[src/rtl/brc_map.vh]
// brownout reset control: register map, field positions, reset values
// and timing counts shared by the design files
// assumes a 10 MHz pclk and 32-bit apb data
`ifndef BRC_MAP_VH
`define BRC_MAP_VH

// ==========================================================
// register byte offsets
`define BRC_CTRL_OFS        12'h000
`define BRC_STAT_OFS        12'h004
`define BRC_CAUSE_OFS       12'h008

// ==========================================================
// control register fields
`define BRC_CTRL_SWEN_BIT   0
`define BRC_CTRL_MODE_LSB   1
`define BRC_CTRL_LVL_LSB    3
`define BRC_CTRL_POWERUP_TIMER_BIT   5
`define BRC_CTRL_PIN_BIT    6
`define BRC_CTRL_STK_BIT    7
`define BRC_CTRL_RST        8'hC6

// ==========================================================
// brownout modes
`define BRC_MODE_OFF        2'h0
`define BRC_MODE_SW         2'h1
`define BRC_MODE_AWAKE      2'h2
`define BRC_MODE_ON         2'h3

// ==========================================================
// reset cause bits
`define BRC_CS_POR          0
`define BRC_CS_BOR          1
`define BRC_CS_LOW_POWER_SUPPLY_DIP_RESET        2
`define BRC_CS_PIN          3
`define BRC_CS_WDT          4
`define BRC_CS_INSTR        5
`define BRC_CS_OVF          6
`define BRC_CS_UNF          7
`define BRC_CS_PROG         8
`define BRC_CS_W            9

// ==========================================================
// timing
`define BRC_CLK_PERIOD_NS   100
`define BRC_DIP_FILTER_NS   1000
`define BRC_POWERUP_TIMER_LF_CYCLES  2048
`define BRC_PIN_RELEASE_CYC 10

`endif

[src/rtl/brc_reset_ctrl.v]
// brownout reset control: gathers reset sources, runs the power-up
// timer and brownout modes, and holds the core in reset
// assumes analog monitors and reset pin arrive asynchronously, core
// events arrive on pclk, and apb master on pclk
`timescale 1ns/1ns
`default_nettype none
`include "brc_map.vh"

// Notes on behaviour
// - reset on power, dips, pin, watchdog, instr, stack, prog exit.
// - optional power-up timer stretches reset after power or brownout.
// - hold reset while the power-on supply-good indication is low.
// - brownout holds reset while supply low; level chosen by two bits.
// - four brownout modes: on, off in sleep, software, off.
// - brownout trips only when low supply persists past filter time.
// - mode 11 always active; start-up waits for ready and good supply.
// - mode 11 protects in sleep; wake-up is not delayed.
// - mode 10 active awake, hibernates asleep; start-up waits ready.
// - mode 10 unprotected asleep; wake-up waits for detector ready.
// - mode 01 uses software enable; start-up does not wait.
// - mode 01 protects once ready; ready flag readable; sleep no effect.
// - power-up timer counts 2048 slow oscillator edges after release.
// - run after timers done and pin released, plus ten cycles.
// - low-power brownout request ORs into combined brownout reset.
module brc_reset_ctrl #(
  parameter POWERUP_TIMER_LF_CYCLES = `BRC_POWERUP_TIMER_LF_CYCLES,
  parameter DIP_FILTER_NS  = `BRC_DIP_FILTER_NS,
  parameter CLK_PERIOD_NS  = `BRC_CLK_PERIOD_NS,
  parameter PIN_CYC        = `BRC_PIN_RELEASE_CYC
) (
  input  wire        pclk,
  input  wire        presetn,
  input  wire        psel,
  input  wire        penable,
  input  wire        pwrite,
  input  wire [11:0] paddr,
  input  wire [31:0] pwdata,
  output reg         pready,
  output reg  [31:0] prdata,
  output reg         pslverr,
  input  wire        por_supply_good,
  input  wire        supply_below_level,
  input  wire        detector_ready,
  input  wire        low_power_supply_dip_reset,
  input  wire        external_reset_pin_n,
  input  wire        low_freq_internal_osc,
  input  wire        osc_startup_done,
  input  wire        watchdog_reset,
  input  wire        reset_instr,
  input  wire        stack_overflow,
  input  wire        stack_underflow,
  input  wire        prog_mode_exit,
  input  wire        sleep_active,
  output reg         core_reset_n_q,
  output reg         detector_enable_q,
  output reg  [1:0]  brownout_level_sel_q,
  output reg         protect_active_q,
  output reg         wake_ready_q
);

  // ==========================================================
  // derived counts
  localparam FILT_CYC_I = (DIP_FILTER_NS + CLK_PERIOD_NS - 1)
                          / CLK_PERIOD_NS;
  localparam FILT_CYC   = (FILT_CYC_I < 1) ? 1 : FILT_CYC_I;
  localparam [7:0]  FILT_MAX = FILT_CYC[7:0];
  localparam POWERUP_TIMER_M1 = POWERUP_TIMER_LF_CYCLES - 1;
  localparam PIN_M1  = PIN_CYC - 1;
  localparam [11:0] POWERUP_TIMER_MAX = POWERUP_TIMER_M1[11:0];
  localparam [3:0]  PIN_MAX  = PIN_M1[3:0];

  // ==========================================================
  // sequencer states
  localparam [2:0] ST_HOLD  = 3'h0;
  localparam [2:0] ST_POWERUP_TIMER  = 3'h1;
  localparam [2:0] ST_READY = 3'h2;
  localparam [2:0] ST_PIN   = 3'h3;
  localparam [2:0] ST_RUN   = 3'h4;

  // ==========================================================
  // mode decoding
  function start_waits;
    input [1:0] mode;
    begin
      start_waits = (mode == `BRC_MODE_ON) ||
                    (mode == `BRC_MODE_AWAKE);
    end
  endfunction

  function det_enabled;
    input [1:0] mode;
    input       sleep;
    input       swen;
    begin
      case (mode)
        `BRC_MODE_ON:    det_enabled = 1'b1;
        `BRC_MODE_AWAKE: det_enabled = !sleep;
        `BRC_MODE_SW:    det_enabled = swen;
        default:         det_enabled = 1'b0;
      endcase
    end
  endfunction

  // ==========================================================
  // synchronised pins
  wire [5:0] pins_s;
  wire       por_good_s;
  wire       low_s;
  wire       ready_s;
  wire       lp_dip_s;
  wire       pin_n_s;
  wire       lfosc_s;

  brc_sync2 #(
    .WIDTH (6)
  ) brc_sync2_inst (
    .clk      (pclk),
    .rst_n    (presetn),
    .async_in ({low_freq_internal_osc, external_reset_pin_n,
                low_power_supply_dip_reset, detector_ready,
                supply_below_level, por_supply_good}),
    .sync_q   (pins_s)
  );

  assign por_good_s = pins_s[0];
  assign low_s      = pins_s[1];
  assign ready_s    = pins_s[2];
  assign lp_dip_s   = pins_s[3];
  assign pin_n_s    = pins_s[4];
  assign lfosc_s    = pins_s[5];

  // ==========================================================
  // registers
  reg  [7:0]          ctrl_q;
  reg  [`BRC_CS_W-1:0] cause_q;
  reg  [`BRC_CS_W-1:0] cause_d;
  reg  [2:0]          state_q;
  reg  [2:0]          state_d;
  reg  [7:0]          filt_q;
  reg                 bor_trip_q;
  reg  [11:0]         powerup_timer_q;
  reg  [3:0]          pin_cnt_q;
  reg                 lfosc_q;
  reg                 sleep_q;

  wire       swen     = ctrl_q[`BRC_CTRL_SWEN_BIT];
  wire [1:0] mode     = ctrl_q[`BRC_CTRL_MODE_LSB+1:`BRC_CTRL_MODE_LSB];
  wire [1:0] level    = ctrl_q[`BRC_CTRL_LVL_LSB+1:`BRC_CTRL_LVL_LSB];
  wire       powerup_timer_en  = ctrl_q[`BRC_CTRL_POWERUP_TIMER_BIT];
  wire       pin_en   = ctrl_q[`BRC_CTRL_PIN_BIT];
  wire       stk_en   = ctrl_q[`BRC_CTRL_STK_BIT];

  // ==========================================================
  // brownout protection and filter
  wire det_en  = det_enabled(mode, sleep_active, swen);
  // mode 01 protects only once the detector is ready
  wire protect = det_en &&
                 ((mode != `BRC_MODE_SW) || ready_s);
  // sleep drops protection only in mode 10
  wire bor_req = bor_trip_q;
  wire dip_any = bor_req || lp_dip_s;
  wire pin_low = pin_en && !pin_n_s;
  wire power_fault = !por_good_s || dip_any;
  wire lf_tick = lfosc_s && !lfosc_q;

  always @(posedge pclk or negedge presetn) begin
    if (!presetn) begin
      filt_q     <= 8'h00;
      bor_trip_q <= 1'b0;
    end else begin
      if (protect && low_s) begin
        if (filt_q != FILT_MAX) begin
          filt_q <= filt_q + 8'h01;
        end
        bor_trip_q <= (filt_q == FILT_MAX);
      end else begin
        filt_q     <= 8'h00;
        bor_trip_q <= 1'b0;
      end
    end
  end

  // ==========================================================
  // soft reset sources while running
  wire soft_rst = watchdog_reset || reset_instr || pin_low ||
                  (stk_en && (stack_overflow || stack_underflow));

  // ==========================================================
  // sequencer
  always @* begin
    state_d = state_q;
    case (state_q)
      ST_HOLD: begin
        if (!power_fault) begin
          state_d = powerup_timer_en ? ST_POWERUP_TIMER : ST_READY;
        end
      end
      ST_POWERUP_TIMER: begin
        if (lf_tick && powerup_timer_q == POWERUP_TIMER_MAX) begin
          state_d = ST_READY;
        end
      end
      ST_READY: begin
        if (osc_startup_done &&
            (!start_waits(mode) || (ready_s && !low_s))) begin
          state_d = ST_PIN;
        end
      end
      ST_PIN: begin
        if (!pin_low && pin_cnt_q == PIN_MAX) begin
          state_d = ST_RUN;
        end
      end
      ST_RUN: begin
        if (soft_rst) begin
          state_d = ST_PIN;
        end
      end
      default: state_d = ST_HOLD;
    endcase
    if (power_fault || prog_mode_exit) begin
      state_d = ST_HOLD;
    end
  end

  always @(posedge pclk or negedge presetn) begin
    if (!presetn) begin
      state_q   <= ST_HOLD;
      powerup_timer_q    <= 12'h000;
      pin_cnt_q <= 4'h0;
      lfosc_q   <= 1'b0;
    end else begin
      state_q <= state_d;
      lfosc_q <= lfosc_s;
      if (state_q != ST_POWERUP_TIMER) begin
        powerup_timer_q <= 12'h000;
      end else if (lf_tick) begin
        powerup_timer_q <= powerup_timer_q + 12'h001;
      end
      if (state_q != ST_PIN || pin_low || soft_rst) begin
        pin_cnt_q <= 4'h0;
      end else if (pin_cnt_q != PIN_MAX) begin
        pin_cnt_q <= pin_cnt_q + 4'h1;
      end
    end
  end

  // ==========================================================
  // apb write decode, shared by control and cause registers
  wire wr_done = psel && penable && pready && pwrite;

  function addr_hit;
    input [11:0] addr;
    input [11:0] ofs;
    begin
      addr_hit = (addr == ofs);
    end
  endfunction

  // ==========================================================
  // reset cause flags, set wins over clear
  wire cause_wr = wr_done && addr_hit(paddr, `BRC_CAUSE_OFS);

  always @* begin
    cause_d = cause_q;
    if (cause_wr) begin
      cause_d = cause_q & ~pwdata[`BRC_CS_W-1:0];
    end
    if (!por_good_s)                 cause_d[`BRC_CS_POR]   = 1'b1;
    if (bor_req)                     cause_d[`BRC_CS_BOR]   = 1'b1;
    if (lp_dip_s)                    cause_d[`BRC_CS_LOW_POWER_SUPPLY_DIP_RESET] = 1'b1;
    if (pin_low)                     cause_d[`BRC_CS_PIN]   = 1'b1;
    if (watchdog_reset)              cause_d[`BRC_CS_WDT]   = 1'b1;
    if (reset_instr)                 cause_d[`BRC_CS_INSTR] = 1'b1;
    if (stk_en && stack_overflow)    cause_d[`BRC_CS_OVF]   = 1'b1;
    if (stk_en && stack_underflow)   cause_d[`BRC_CS_UNF]   = 1'b1;
    if (prog_mode_exit)              cause_d[`BRC_CS_PROG]  = 1'b1;
  end

  always @(posedge pclk or negedge presetn) begin
    if (!presetn) begin
      cause_q <= {`BRC_CS_W{1'b0}};
    end else begin
      cause_q <= cause_d;
    end
  end

  // ==========================================================
  // block outputs
  always @(posedge pclk or negedge presetn) begin
    if (!presetn) begin
      core_reset_n_q       <= 1'b0;
      detector_enable_q    <= 1'b0;
      brownout_level_sel_q <= 2'h0;
      protect_active_q     <= 1'b0;
      wake_ready_q         <= 1'b0;
      sleep_q              <= 1'b0;
    end else begin
      core_reset_n_q       <= (state_d == ST_RUN);
      detector_enable_q    <= det_en;
      brownout_level_sel_q <= level;
      protect_active_q     <= protect;
      sleep_q              <= sleep_active;
      // mode 10 wake waits for ready, other modes wake at once
      wake_ready_q <= (mode != `BRC_MODE_AWAKE) ||
                      ready_s;
    end
  end

  // ==========================================================
  // apb slave, one wait state
  wire acc  = psel && penable && !pready;
  wire [31:0] stat_word = {24'h000000, 3'h0, sleep_q, state_q,
                           ready_s && det_en};

  always @(posedge pclk or negedge presetn) begin
    if (!presetn) begin
      ctrl_q  <= `BRC_CTRL_RST;
      pready  <= 1'b0;
      prdata  <= 32'h00000000;
      pslverr <= 1'b0;
    end else begin
      pready  <= acc;
      pslverr <= 1'b0;
      prdata  <= 32'h00000000;
      if (acc) begin
        case (paddr)
          `BRC_CTRL_OFS:  prdata <= {24'h000000, ctrl_q};
          `BRC_STAT_OFS:  prdata <= stat_word;
          `BRC_CAUSE_OFS: prdata <= {23'h000000, cause_q};
          default:        pslverr <= 1'b1;
        endcase
      end
      if (wr_done && addr_hit(paddr, `BRC_CTRL_OFS)) begin
        ctrl_q <= pwdata[7:0];
      end
    end
  end

endmodule

`default_nettype wire

[src/rtl/brc_sync2.v]
// brownout reset control: two-flop synchroniser for pin inputs
// assumes inputs are asynchronous to clk
`timescale 1ns/1ns
`default_nettype none

module brc_sync2 #(
  parameter WIDTH = 1
) (
  input  wire             clk,
  input  wire             rst_n,
  input  wire [WIDTH-1:0] async_in,
  output reg  [WIDTH-1:0] sync_q
);

  reg [WIDTH-1:0] meta_q;

  // ==========================================================
  // first stage is read only by the second
  always @(posedge clk or negedge rst_n) begin
    if (!rst_n) begin
      meta_q <= {WIDTH{1'b0}};
      sync_q <= {WIDTH{1'b0}};
    end else begin
      meta_q <= async_in;
      sync_q <= meta_q;
    end
  end

endmodule

`default_nettype wire

[config.mk]
export PLATFORM = sky130hd
export DESIGN_NAME = brc_reset_ctrl
export DESIGN_NICKNAME = d
export VERILOG_FILES = /design/src/rtl/brc_reset_ctrl.v /design/src/rtl/brc_sync2.v
export VERILOG_INCLUDE_DIRS = /design/src /design/src/rtl
export SDC_FILE = /design/constraint.sdc
export NUM_CORES = 1
export LEC_CHECK = 0
export ABC_AREA = 1
export BUFFER_PORTS_ARGS = -buffer_cell sky130_fd_sc_hd__buf_4
export CAP_MARGIN = 10
export CELL_PAD_IN_SITES_DETAIL_PLACEMENT = 1
export CELL_PAD_IN_SITES_GLOBAL_PLACEMENT = 1
export CORE_UTILIZATION = 40
export CTS_BUF_LIST = sky130_fd_sc_hd__clkbuf_4
export DETAILED_ROUTE_END_ITERATION = 8
export PLACE_DENSITY = 0.9
export SYNTH_ARGS = -nofsm -noshare
export SYNTH_HDL_FRONTEND = slang
export SYNTH_SLANG_ARGS = --single-unit
[constraint.sdc]
create_clock -name pclk -period 4.2 [get_ports pclk]
set_clock_uncertainty 0.15 [all_clocks]
set_input_delay 0.84 -clock pclk [delete_from_list [all_inputs] [get_ports pclk]]
set_output_delay 0.84 -clock pclk [all_outputs]
set_load 0.05 [all_outputs]
==> results of run 1 <==
## layout make-up
| type | instances | area, um2 |
|---|---|---|
| inverters | 57 | 214 |
| clock inverters | 5 | 53.8 |
| fillers | 1058 | 4540 |
| flip-flops and latches | 76 | 1910 |
| repair buffers | 55 | 413 |
| well taps | 108 | 135 |
| multi-input cells | 283 | 1420 |
| clock buffers | 11 | 82.6 |
## registers in the layout, indices dropped and copies added (netlist names)
register / flops
state_q: 3
powerup_timer_q: 12
pin_cnt_q: 4
prdata: 9
brc_sync2_inst.sync_q: 6
brc_sync2_inst.meta_q: 6
filt_q: 8
bor_req: 1
ctrl_q: 8
core_reset_n_q: 1
lfosc_q: 1
brownout_level_sel_q: 2
sleep_q: 1
wake_ready_q: 1
cause_q: 9
protect_active_q: 1
pready: 1
detector_enable_q: 1
pslverr: 1
## stage by stage
stage / total power (uW) / worst slack [ps] / utilization [%]
after floorplan: 841 / 2290 / -
after global placement: 872 / 1770 / 46.6
after detailed placement: 875 / 1720 / 46.6
after CTS: 1320 / 2070 / 48.2
after global routing: 1360 / 1800 / 48.2
final: 1310 / 2080 / 48.2
## cell usage after synthesis (all sizes together) (2+ instances only)
cell     n
a21oi   10
and3     2
buf     26
dfrtp   72
dfstp    4
ha       5
inv     57
nand2   85
nand3   31
nand3b   3
nand4    5
nor2    58
nor3    10
o21ai   33
or2      6
xnor2    2
xor2     6
## cells by family (layout without fill, tap and decap cells)
group	after synthesis	in the layout	share of synthesized area [%]
other	1	23	0.103
adder cells (fa/ha/maj)	5	5	1.71
flip-flops	76	76	52.2
XOR/XNOR	8	8	1.92
buffers and inverters	83	128	11.3
AND/OR/NAND/NOR	202	202	25.5
AO/OA/AOI/OAI	45	45	7.19
## power groups by stage
stage / clock network [uW] / registers [uW] / logic [uW]
after detailed placement: 0 / 757 / 118
after CTS: 460 / 743 / 118
after global routing: 491 / 744 / 127
final: 449 / 743 / 117
after floorplan: 0 / 760 / 81.0
after global placement: 0 / 757 / 115
## metal layers
layer	up-vias	global-route usage (%)	share of wire, %
li1	1399	-	-
met1	1424	24.5	43
met2	59	32.1	52
met3	9	4.03	4.3
met4	0	6.56	1.2
met5	-	0	0
## how the worst min path moves through the flow
| stage | to | slack, ps | cells after the start | startpoint |
|---|---|---|---|---|
| floorplan | brc_sync2_inst.sync_q[0] | 180 | 0 | brc_sync2_inst.meta_q[0] |
| global placement | brc_sync2_inst.sync_q[3] | 180 | 0 | brc_sync2_inst.meta_q[3] |
| detailed placement | brc_sync2_inst.sync_q[5] | 190 | 0 | brc_sync2_inst.meta_q[5] |
| CTS | brc_sync2_inst.sync_q[5] | 210 | 0 | brc_sync2_inst.meta_q[5] |
| global route | brc_sync2_inst.sync_q[5] | 220 | 0 | brc_sync2_inst.meta_q[5] |
| finish | brc_sync2_inst.sync_q[5] | 200 | 0 | brc_sync2_inst.meta_q[5] |
==> impl_summary.log, run 1 <==
[metrics] Avg Synthesized Cell Area: roughly 8.7 um2
[metrics] number of setup buffers added after CTS: 0
[metrics] slowest cell delay on critical path: 600 ps
[metrics] sequential share of power: a little under three fifths
[metrics] number of diodes: 0
[metrics] status: completed
[metrics] GRT Residual Overflow: 0
[metrics] routed via count: roughly 2900
[metrics] clock group share of total power: 34.3%
[metrics] share of the cycle needed by the critical path after routing: roughly half
[metrics] non-filler instance count after layout: slightly below 600
[metrics] ports placed on the boundary: between 100 and 150
[metrics] Power Dens Cells: roughly 310 mW/mm2
[metrics] Buffers on Ports: 55
[metrics] type of element launching the critical path: flop
[metrics] post-synthesis register bit count: between 70 and 80
[metrics] R2R Path End: powerup_timer_q[7]
[metrics] Final Slew Violations: 0
[metrics] worst setup path category: flop to flop
[metrics] launching instance or port of the critical path: state_q[2]
[metrics] wire length of the first global-routing pass: 14400 um
[metrics] Ys Warns: 0
[metrics] initial antenna violation count: 0
[metrics] kind of cell with the highest combined delay on the critical path: simple AND/OR/NAND/NOR gates
[metrics] Row Count: 34
[metrics] fin area: roughly 0.0042 mm2
[metrics] post-detailed-placement cell area: 0.00408 mm2
[metrics] depth of the critical timing path with buffers and inverters included: 7
[metrics] via count of the first global-routing pass: approximately 3000
[metrics] routed vias/inst: about 4.9
[metrics] # H-tree levels: 3
[metrics] critical-path cell list: nor3_2, nand2_1, nand2_1, nand2_1, o21ai_0, o21ai_0, inv_1
[metrics] share of the synthesized area in the top cell type: roughly 49%
[metrics] core region area: between 0.008 and 0.009 mm2
[metrics] combined global-route utilization of all metal layers: around a fifth
[metrics] initial DRC count: between 100 and 150
[metrics] total of hold buffers inserted after clock tree synthesis: 0
[metrics] worst slew slack as a fraction of its limit: 36.5%
[metrics] effective utilization at floorplan: between 40% and 50%
[metrics] HP Class: flop to flop
[metrics] switching power: approximately 350 uW
[metrics] Max rail drop VDD: 0.181 mV
[metrics] post-layout min period: 2120 ps
[metrics] P_int: approximately 960 uW
[metrics] top achievable clock speed: between 400 and 500 MHz
[metrics] Inst Count DP: just under 600
[metrics] detailed-route DRC error count: 0
[metrics] cell type with the largest total area after synthesis: sky130_fd_sc_hd__dfrtp_1
[metrics] fraction of the yosys area taken by sequential cells: 52.2%
[metrics] launching point of the worst reg2reg path: state_q[2]
[metrics] r2r setup slk: roughly 2100 ps
[metrics] Max clock buf depth: 2
[metrics] drt wl/cell: 14.0 um
[metrics] most used flip-flop cell after synthesis: sky130_fd_sc_hd__dfrtp_1
[metrics] height of the die: a little under 100 um
[metrics] Final setup violation count: 0
[metrics] worst-path cell with the longest stage delay: sky130_fd_sc_hd__nor3_2
[metrics] number of nets with antenna violations after detailed routing: 0
[metrics] Worst-path clk slew: about 120 ps
[metrics] leakage power figure: ~0.0021 uW
[metrics] most frequent standard cell in the layout excluding fill and tap cells: sky130_fd_sc_hd__nand2_1
[metrics] Die Outline Area: about 0.0095 mm2
[metrics] worst endpoint data arrival time: roughly 2300 ps
[metrics] buffers and inverters on the worst path: 1
[metrics] DP HPWL: roughly 6200 um
[metrics] proportion of power drawn by combinational gates: 8.9%
[metrics] cell occurring most often along the worst timing path: sky130_fd_sc_hd__nand2_1
[metrics] RSZ-0062 raised after global routing: no
[metrics] root buffer cell: sky130_fd_sc_hd__clkbuf_4
[metrics] commonest cells after routing, fill and taps aside: sky130_fd_sc_hd__nand2_1 (83), sky130_fd_sc_hd__dfrtp_1 (72), sky130_fd_sc_hd__inv_1 (56), sky130_fd_sc_hd__buf_4 (55), sky130_fd_sc_hd__nor2_1 (53)
[metrics] total clock buffers created by CTS: 9
[metrics] post-route setup TNS: 0 ps
[metrics] pin count of the biggest net entering global routing: 77
[metrics] pin slew with the least headroom to its limit: ~950 ps
[metrics] worst setup path endpoint: powerup_timer_q[7]
[metrics] final layout net count: 549
[metrics] required time of the worst setup path: 4420 ps
[metrics] Worst setup EP type: flop
[metrics] library cells used by synthesis: 34
[metrics] hold violation total from the final report: 0
[metrics] Register-to-Register Path Depth: 7
[metrics] Post-Synthesis Cells: 420
[metrics] first-pass iteration count of the detailed router: 4
[metrics] routed wire length: between 8000 and 9000 um
[metrics] clock tree from TritonCTS: yes
[metrics] clk sink count: 76
[metrics] Post-synth EDFFs: 0
[metrics] post_cts resized: 0
[metrics] width of the chip: 97.6 um
[metrics] biggest area contributors in the synthesized netlist: sky130_fd_sc_hd__dfrtp_1 (49%), sky130_fd_sc_hd__nand2_1 (8.5%), sky130_fd_sc_hd__inv_1 (5.8%)
[metrics] Post-Route Hold Slack: 202 ps
[metrics] cell area after technology mapping: ~0.0037 mm2
[metrics] largest fanout on the critical path: 12
[metrics] placer congestion estimate: 0.820
[metrics] proportion of synthesized flip-flops having asynchronous set or reset: 100%
[metrics] proportion of total power due to net switching: between 20% and 30%
[metrics] synth-to-layout area growth: 15.5%
[metrics] share of post-route cells with drive strength above 1: 20.5%
[metrics] clock latency on the worst-skew pair: 420 ps
[metrics] max-capacitance violation count: 0
(Power assumes the default switching activity.)
==> run 2: changes to the inputs <==
Settings changed: ABC_AREA 1 to 0, PLACE_DENSITY 0.9 to 0.88.
Clock period 4.2 ns to 2.15 ns, I/O delays scaled along.
==> impl_summary.log, run 2 <==
[metrics] height of the die: 94.6 um (-3.0%)
[metrics] leakage power figure: 0.00191 uW (-8.8%)
[metrics] proportion of power drawn by combinational gates: 9.5% (+0.6 points)
[metrics] Ys Warns: 0 (unchanged)
[metrics] DP HPWL: 5590 um (-10%)
[metrics] Power Dens Cells: 652 mW/mm2 (+110%)
[metrics] wire length of the first global-routing pass: 13000 um (-10%)
[metrics] total clock buffers created by CTS: 9 (unchanged)
[metrics] Max clock buf depth: 2 (unchanged)
[metrics] initial antenna violation count: 0 (unchanged)
[metrics] cell area after technology mapping: 0.00343 mm2 (-6.1%)
[metrics] non-filler instance count after layout: 498 (-16%)
[metrics] top achievable clock speed: 531 MHz (+12%)
[metrics] flip-flop count of the largest register after layout: 12 (unchanged)
[metrics] switching power: 701 uW (+100%)
[metrics] footprint of the multi-input gates: 0.00140 mm2 (-1.4%)
[metrics] pin count of the biggest net entering global routing: 48 (-38%)
[metrics] Post-Route Hold Slack: 45.5 ps (-156 ps)
[metrics] Sequential cell area: 0.00191 mm2 (unchanged)
[metrics] most frequent standard cell in the layout excluding fill and tap cells: sky130_fd_sc_hd__dfrtp_1
[metrics] layout filler cell count: 933 (-12%)
[metrics] P_int: 2000 uW (+110%)
[metrics] clock group share of total power: 36.7% (+2.4 points)
[metrics] share of the cycle needed by the critical path after routing: 87.6% (+37 points)
[metrics] post-route setup TNS: 0 ps (unchanged)
[metrics] final layout net count: 455 (-17%)
[metrics] HP Class: input port to flop
[metrics] combined global-route utilization of all metal layers: 19.4% (+0.32 points)
[metrics] via count of the first global-routing pass: 2749 (-8.2%)
[metrics] routed wire length: 7920 um (-4.6%)
[metrics] Worst setup EP type: flop
[metrics] number of nets with antenna violations after detailed routing: 0 (unchanged)
[metrics] type of element launching the critical path: flop
[metrics] core region area: 0.00826 mm2 (-5.8%)
[metrics] number of diodes: 0 (unchanged)
[metrics] Buffers on Ports: 55 (unchanged)
[metrics] effective utilization at floorplan: 41.5% (-0.16 points)
[metrics] most instantiated library cell after synthesis: sky130_fd_sc_hd__dfrtp_1
[metrics] launching point of the worst reg2reg path: lfosc_q
[metrics] proportion of total power due to net switching: 25.9% (-0.53 points)
[metrics] total of hold buffers inserted after clock tree synthesis: 8 (+8)
[metrics] fraction of the yosys area taken by sequential cells: 55.6% (+3.4 points)
[metrics] routed via count: 2523 (-13%)
[metrics] detailed-route DRC error count: 0 (unchanged)
[metrics] biggest area contributors in the synthesized netlist: sky130_fd_sc_hd__dfrtp_1 (53%), sky130_fd_sc_hd__buf_4 (5.0%), sky130_fd_sc_hd__nor2_1 (4.8%)
[metrics] worst setup path category: flop to flop
[metrics] width of the chip: 94.6 um (-3.0%)
[metrics] Row Count: 33 (-2.9%)
[metrics] Inst Count DP: 474 (-18%)
[metrics] number of stages on the worst hold path: 3 (+3)
[metrics] Synth top cells by count: sky130_fd_sc_hd__dfrtp_1 (72), sky130_fd_sc_hd__nor2_1 (44), sky130_fd_sc_hd__nand2_1 (26), sky130_fd_sc_hd__buf_4 (23), sky130_fd_sc_hd__o21ai_0 (15)
[metrics] synth-to-layout area growth: 20.9%
[metrics] placer congestion estimate: 0.787 (-4.1%)
[metrics] hold violation total from the final report: 0 (unchanged)
[metrics] Final Power: 2700 uW (+110%)
[metrics] post_cts resized: 0 (unchanged)
[metrics] max-capacitance violation count: 0 (unchanged)
[metrics] largest registers in the final layout: powerup_timer_q x12, cause_q x9, prdata x9
[metrics] worst endpoint data arrival time: 2100 ps (-240 ps)
[metrics] clock tree from TritonCTS: yes
[metrics] share of post-route cells with drive strength above 1: 24.7% (+4.1 points)
[metrics] Max rail drop VDD: 0.255 mV (+41%)
[metrics] GRT Residual Overflow: 0 (unchanged)
[metrics] post-layout min period: 1880 ps (-233 ps)
[metrics] worst-path cell with the longest stage delay: sky130_fd_sc_hd__or4_4
[metrics] number of setup buffers added after CTS: 0 (unchanged)
[metrics] # H-tree levels: 3 (unchanged)
[metrics] register with the most flip-flops: powerup_timer_q
[metrics] initial DRC count: 55 (-57%)
[metrics] RSZ-0062 raised after global routing: no
[metrics] proportion of synthesized flip-flops having asynchronous set or reset: 100% (unchanged)
[metrics] first-pass iteration count of the detailed router: 4 (unchanged)
[metrics] post-synthesis register bit count: 76 (unchanged)
[metrics] ports placed on the boundary: 102 (unchanged)
[metrics] share of the synthesized area in the top cell type: 52.5% (+3.2 points)
[metrics] root buffer cell: sky130_fd_sc_hd__clkbuf_4
[metrics] cell type with the largest total area after synthesis: sky130_fd_sc_hd__dfrtp_1
[metrics] critical-path cell list: nand4b_1, or4_4, or3_1, a21oi_1
[metrics] slowest cell delay on critical path: 550 ps (-50 ps)
[metrics] hold path startpoint: stack_overflow
[metrics] clock latency on the worst-skew pair: 450 ps (+30 ps)
[metrics] drt wl/cell: 15.9 um (+14%)
[metrics] most used flip-flop cell after synthesis: sky130_fd_sc_hd__dfrtp_1
[metrics] Post-Synthesis Cells: 316 (-25%)
[metrics] Register-to-Register Path Depth: 4 (-3)
[metrics] library cells used by synthesis: 49 (+44%)
[metrics] r2r setup slk: 270 ps (-1820 ps)
[metrics] status: completed
[metrics] routed vias/inst: 5.07 (+4.3%)
[metrics] Worst-path clk slew: 120 ps (about the same)
[metrics] clk sink count: 76 (unchanged)
[metrics] Die Outline Area: 0.00895 mm2 (-6.0%)
[metrics] required time of the worst setup path: 2370 ps (-2050 ps)
[metrics] sequential share of power: 53.9% (-2.9 points)
[metrics] end point of the worst hold path: cause_q[6]
[metrics] Post-synth EDFFs: 0 (unchanged)
[metrics] Final setup violation count: 0 (unchanged)
[metrics] largest fanout on the critical path: 4 (-8)
[metrics] commonest cells after routing, fill and taps aside: sky130_fd_sc_hd__dfrtp_1 (72), sky130_fd_sc_hd__buf_4 (59), sky130_fd_sc_hd__nor2_1 (44), sky130_fd_sc_hd__nand2_1 (26), sky130_fd_sc_hd__conb_1 (23)
[metrics] Avg Synthesized Cell Area: 10.9 um2 (+25%)
[metrics] R2R Path End: powerup_timer_q[11]
[metrics] Final Slew Violations: 0 (unchanged)
-- run 2: cell count changes after synthesis, sizes merged, moves of 5 or more --
cell / change
nand2: -59
inv: -53
nand3: -19
o21ai: -18
nor2: -13
nand2b: +10
mux2: +9
mux2i: +9
nor3: -8
nor2b: +5
-- run 2: worst max path at each step --
stage,from,endpoint,slack (ps),depth (start not counted)
after floorplan,pready,ctrl_q[0],250,4
after global placement,paddr[7],ctrl_q[4],120,5
after detailed placement,paddr[7],ctrl_q[4],20,5
after CTS,lfosc_q,powerup_timer_q[9],280,4
after global routing,lfosc_q,powerup_timer_q[11],160,4
final,lfosc_q,powerup_timer_q[11],270,4
-- run 2: metal layers --
layer,wire (um),global-route usage [%],up-vias
met5,0,0,-
met4,180,10.2,0
met3,392,4.19,16
met2,4180,35.0,76
met1,3160,21.3,1253
li1,-,-,1178
-- run 2: power groups by stage --
stage / Clock [uW] / Sequential [uW] / Combinational [uW]
4_1_cts: 1010 / 1460 / 258
2_1_floorplan: 0 / 1490 / 163
6_report: 992 / 1460 / 256
3_5_place_dp: 0 / 1480 / 245
3_3_place_gp: 0 / 1480 / 239
5_1_grt: 1060 / 1460 / 276
-- run 2: cells by family (layout without fill, tap and decap cells) --
| logic type | Yosys count | count (layout) | synth area share, % |
|---|---|---|---|
| buffers and inverters | 33 | 88 | 6.13 |
| adders and majority gates | 5 | 5 | 1.82 |
| AOI/OAI and AO/OA | 35 | 35 | 6.06 |
| other | 1 | 23 | 0.109 |
| xor gates and xnor gates | 16 | 16 | 4.09 |
| muxes | 18 | 18 | 5.58 |
| DFF | 76 | 76 | 55.6 |
| and+or+nand+nor | 132 | 132 | 20.6 |
-- run 2: cell type report --
cell class,instances,area share [%]
tap,105,3.17
timing repair buffer,68,13.1
multi-input combinational,229,33.6
clock inverter,6,1.93
clock buffer,10,1.81
inverter,4,0.362
sequential,76,46.0
-- run 2: stage by stage --
step | setup WS (ps) | area, um2 | utilization (%)
6_report | 267 | 4150 | 50.2
5_1_grt | 164 | 4150 | 50.2
4_1_cts | 284 | 4150 | 50.2
3_5_place_dp | 22.2 | 3910 | 47.4
3_3_place_gp | 123 | 3910 | 47.4
2_1_floorplan | 252 | 3510 | -
-- run 2: worst max-delay path: cells and delay by family, from the launching register on --
| kind | cells | cell delay, ps |
|---|---|---|
| compound gates | 1 | 150 |
| simple gates | 3 | 1100 |
| flops | 1 | 420 |
==> run 3: changes to the inputs <==
Settings changed: SYNTH_HIERARCHICAL from default to 1.
==> impl_summary.log, run 3 <==
[metrics] status: completed
[metrics] worst endpoint data arrival time: 2170 ps (+70 ps)
[metrics] slowest cell delay on critical path: 540 ps (about the same)
[metrics] switching power: 718 uW (+2.4%)
[metrics] ports placed on the boundary: 102 (unchanged)
[metrics] post_cts resized: 0 (unchanged)
[metrics] Final Power: 2610 uW (-3.6%)
[metrics] most used flip-flop cell after synthesis: sky130_fd_sc_hd__dfrtp_1
[metrics] required time of the worst setup path: 2350 ps (-20 ps)
[metrics] DP HPWL: 5610 um (+0.26%)
[metrics] effective utilization at floorplan: 41.4% (-0.12 points)
[metrics] most instantiated library cell after synthesis: sky130_fd_sc_hd__dfrtp_1
[metrics] post-synthesis register bit count: 76 (unchanged)
[metrics] initial DRC count: 109 (+98%)
[metrics] # H-tree levels: 3 (unchanged)
[metrics] Power Dens Cells: 629 mW/mm2 (-3.6%)
[metrics] flip-flop count of the largest register after layout: 12 (unchanged)
[metrics] total clock buffers created by CTS: 9 (unchanged)
[metrics] simple-gate portion of the synthesized area: 20.3% (-0.34 points)
[metrics] number of setup buffers added after CTS: 0 (unchanged)
[metrics] combined global-route utilization of all metal layers: 19.0% (-0.43 points)
[metrics] via count of the first global-routing pass: 2700 (-1.8%)
[metrics] P_int: 1890 uW (-5.7%)
[metrics] share of post-route cells with drive strength above 1: 25.8% (+1.1 points)
[metrics] GR Util met1: 22.4% (+1.1 points)
[metrics] Final Slew Violations: 0 (unchanged)
[metrics] HP Class: input port to flop
[metrics] share of the synthesized area in the top cell type: 52.7% (+0.15 points)
[metrics] library cells used by synthesis: 46 (-6.1%)
[metrics] share of the cycle needed by the critical path after routing: 91.6% (+4.0 points)
[metrics] worst-path cell with the longest stage delay: sky130_fd_sc_hd__or4b_4
[metrics] cell type with the largest total area after synthesis: sky130_fd_sc_hd__dfrtp_1
[metrics] clock tree from TritonCTS: yes
[metrics] XOR/XNOR share of the synthesized area: 3.84% (-0.24 points)
[metrics] synth-to-layout area growth: 21.3%
[metrics] Buffers on Ports: 55 (unchanged)
[metrics] leakage power figure: 0.00193 uW (+0.89%)
[metrics] met3 global-route usage: 4.35% (+0.16 points)
[metrics] largest fanout on the critical path: 2 (-2)
[metrics] Row Count: 33 (unchanged)
[metrics] sequential share of power: 55.8% (+1.9 points)
[metrics] post-layout min period: 1970 ps (+86.7 ps)
[metrics] area share of fa/ha/maj cells after synthesis: 1.83% (+0.0053 points)
[metrics] final layout net count: 458 (+0.66%)
[metrics] register with the most flip-flops: powerup_timer_q
[metrics] multiplexer share of the synthesized area: 5.60% (+0.016 points)
[metrics] clock latency on the worst-skew pair: 430 ps (-20 ps)
[metrics] most frequent standard cell in the layout excluding fill and tap cells: sky130_fd_sc_hd__dfrtp_1
[metrics] Synth top cells by count: sky130_fd_sc_hd__dfrtp_1 (72), sky130_fd_sc_hd__nor2_1 (42), sky130_fd_sc_hd__nand2_1 (29), sky130_fd_sc_hd__buf_4 (23), sky130_fd_sc_hd__o21ai_0 (14)
[metrics] Avg Synthesized Cell Area: 10.9 um2 (about the same)
[metrics] Die Outline Area: 0.00892 mm2 (-0.29%)
[metrics] root buffer cell: sky130_fd_sc_hd__clkbuf_4
[metrics] most crowded layer after global routing: met2
[metrics] proportion of synthesized flip-flops having asynchronous set or reset: 100% (unchanged)
[metrics] placer congestion estimate: 0.762 (-3.1%)
[metrics] fraction of the yosys area taken by sequential cells: 55.8% (+0.16 points)
[metrics] detailed-route DRC error count: 0 (unchanged)
[metrics] routed via count: 2552 (+1.1%)
[metrics] height of the die: 94.5 um (-0.14%)
[metrics] width of the chip: 94.5 um (-0.14%)
[metrics] post-detailed-placement cell area: 0.00393 mm2 (+0.42%)
[metrics] worst slew slack as a fraction of its limit: 66.9%
[metrics] number of diodes: 0 (unchanged)
[metrics] buffers and inverters on the worst path: 0 (unchanged)
[metrics] max-capacitance violation count: 0 (unchanged)
[metrics] RSZ-0062 raised after global routing: no
[metrics] proportion of power drawn by combinational gates: 9.8% (+0.3 points)
[metrics] type of element launching the critical path: flop
[metrics] drt wl/cell: 15.5 um (-2.7%)
[metrics] DP Worst Slack: -54.4 ps (-76.6 ps)
[metrics] routed vias/inst: 5.09 (+0.54%)
[metrics] Post-synth EDFFs: 0 (unchanged)
[metrics] Max clock buf depth: 2 (unchanged)
[metrics] routed wire length: 7750 um (-2.1%)
[metrics] proportion of total power due to net switching: 27.5% (+1.6 points)
[metrics] largest registers in the final layout: powerup_timer_q x12, cause_q x9, prdata x9
[metrics] pin count of the biggest net entering global routing: 64 (+33%)
[metrics] met2 capacity usage during global routing: 33.8% (-1.3 points)
[metrics] first-pass iteration count of the detailed router: 4 (unchanged)
[metrics] clock group share of total power: 34.3% (-2.4 points)
[metrics] Max rail drop VDD: 0.253 mV (-0.87%)
[metrics] top achievable clock speed: 508 MHz (-4.4%)
[metrics] Post-Synthesis Cells: 315 (-0.32%)
[metrics] worst setup path category: flop to flop
[metrics] Final setup violation count: 0 (unchanged)
[metrics] largest family of logic cells by synthesized area: simple AND/OR/NAND/NOR gates
[metrics] critical-path cell list: or4b_4, nand2b_4, or4_4, o221ai_2
[metrics] hold violation total from the final report: 0 (unchanged)
[metrics] fin area: 0.00415 mm2 (about the same)
[metrics] Final Worst Setup Slack: 180 ps (-86.7 ps)
[metrics] cell area after technology mapping: 0.00342 mm2 (-0.29%)
[metrics] commonest cells after routing, fill and taps aside: sky130_fd_sc_hd__dfrtp_1 (72), sky130_fd_sc_hd__buf_4 (62), sky130_fd_sc_hd__nor2_1 (42), sky130_fd_sc_hd__nand2_1 (29), sky130_fd_sc_hd__conb_1 (23)
[metrics] clk sink count: 76 (unchanged)
[metrics] GRT Residual Overflow: 0 (unchanged)
[metrics] Ys Warns: 6 (+6)
[metrics] biggest area contributors in the synthesized netlist: sky130_fd_sc_hd__dfrtp_1 (53%), sky130_fd_sc_hd__buf_4 (5.0%), sky130_fd_sc_hd__nor2_1 (4.6%)
[metrics] number of nets with antenna violations after detailed routing: 0 (unchanged)
[metrics] core region area: 0.00826 mm2 (unchanged)
[metrics] complex-gate fraction of the synthesized area: 6.55% (+0.49 points)
[metrics] initial antenna violation count: 0 (unchanged)
[metrics] wire length of the first global-routing pass: 12800 um (-0.86%)
[metrics] Worst-path clk slew: 140 ps (+20 ps)
[metrics] kind of cell with the highest combined delay on the critical path: simple AND/OR/NAND/NOR gates
[metrics] pin slew with the least headroom to its limit: just under 500 ps
[metrics] Worst setup EP type: flop
==> run 3: cell count changes after synthesis, moves of 2 or more <==
cell and change:
sky130_fd_sc_hd__nor2_1 -2, sky130_fd_sc_hd__nor4_2 -2, sky130_fd_sc_hd__nor4_1 +3, sky130_fd_sc_hd__nand2_1 +3
==> run 3: routing by layer <==
metal / routed length (um) / up-vias
met4: 143 / 0
li1: - / 1186
met1: 3180 / 1277
met5: 0 / -
met2: 4000 / 75
met3: 419 / 14
==> run 3: path summary, 6_finish.rpt <==
path | start | end | slack (ps) | cells past startpoint
min in group asynchronous | presetn | cause_q[6] | 220 | 2
hold reg to reg | brc_sync2_inst/meta_q[1] | brc_sync2_inst/sync_q[1] | 210 | 0
hold / removal | stack_underflow | cause_q[7] | 40 | 3
max in group asynchronous | presetn | ctrl_q[1] | 1020 | 3
setup / recovery | brc_sync2_inst/sync_q[3] | state_q[1] | 180 | 4
setup reg to reg | brc_sync2_inst/sync_q[3] | state_q[1] | 180 | 4
==> run 3: area by class of cell <==
type / count / area [um2]
well taps: 105 / 131
inverters: 4 / 15.0
clock buffers: 9 / 67.6
multi-input cells: 229 / 1390
flip-flops and latches: 76 / 1910
repair buffers: 71 / 566
fillers: 941 / 4110
clock inverters: 7 / 73.8
==> run 3: metrics by stage <==
stage | setup TNS, ps | util (%) | hold slack [ps] | cells
after floorplan | 0 | - | -15.6 | 337
after global placement | 0 | 47.6 | 140 | 477
final | 0 | 50.2 | 43.9 | 501
after global routing | 0 | 50.2 | 49.7 | 501
after detailed placement | -184 | 47.6 | 144 | 477
after CTS | 0 | 50.2 | 36.4 | 501
==> run 3: kinds of logic after synthesis <==
logic type,after synthesis
and+or+nand+nor,132
DFF,76
AOI/OAI and AO/OA,36
buffers and inverters,32
muxes,18
xor gates and xnor gates,15
adders and majority gates,5
other,1
==> run 3: what timing repair did <==
item,CTS,global route
setup endpoints to repair,0,0
hold endpoints to repair,41,0
hold buffers,8,0
==> run 3: power groups by stage <==
stage / combinational, uW / clock, uW / sequential (uW)
CTS: 258 / 921 / 1460
global route: 275 / 979 / 1460
finish: 256 / 896 / 1460
detailed placement: 245 / 0 / 1480
floorplan: 162 / 0 / 1490
global placement: 238 / 0 / 1480
==> run 3: worst min-delay path, cell delays in order <==
cell	delay [ps]
sky130_fd_sc_hd__buf_4	80
sky130_fd_sc_hd__nand2_1	40
sky130_fd_sc_hd__nand2_1	50
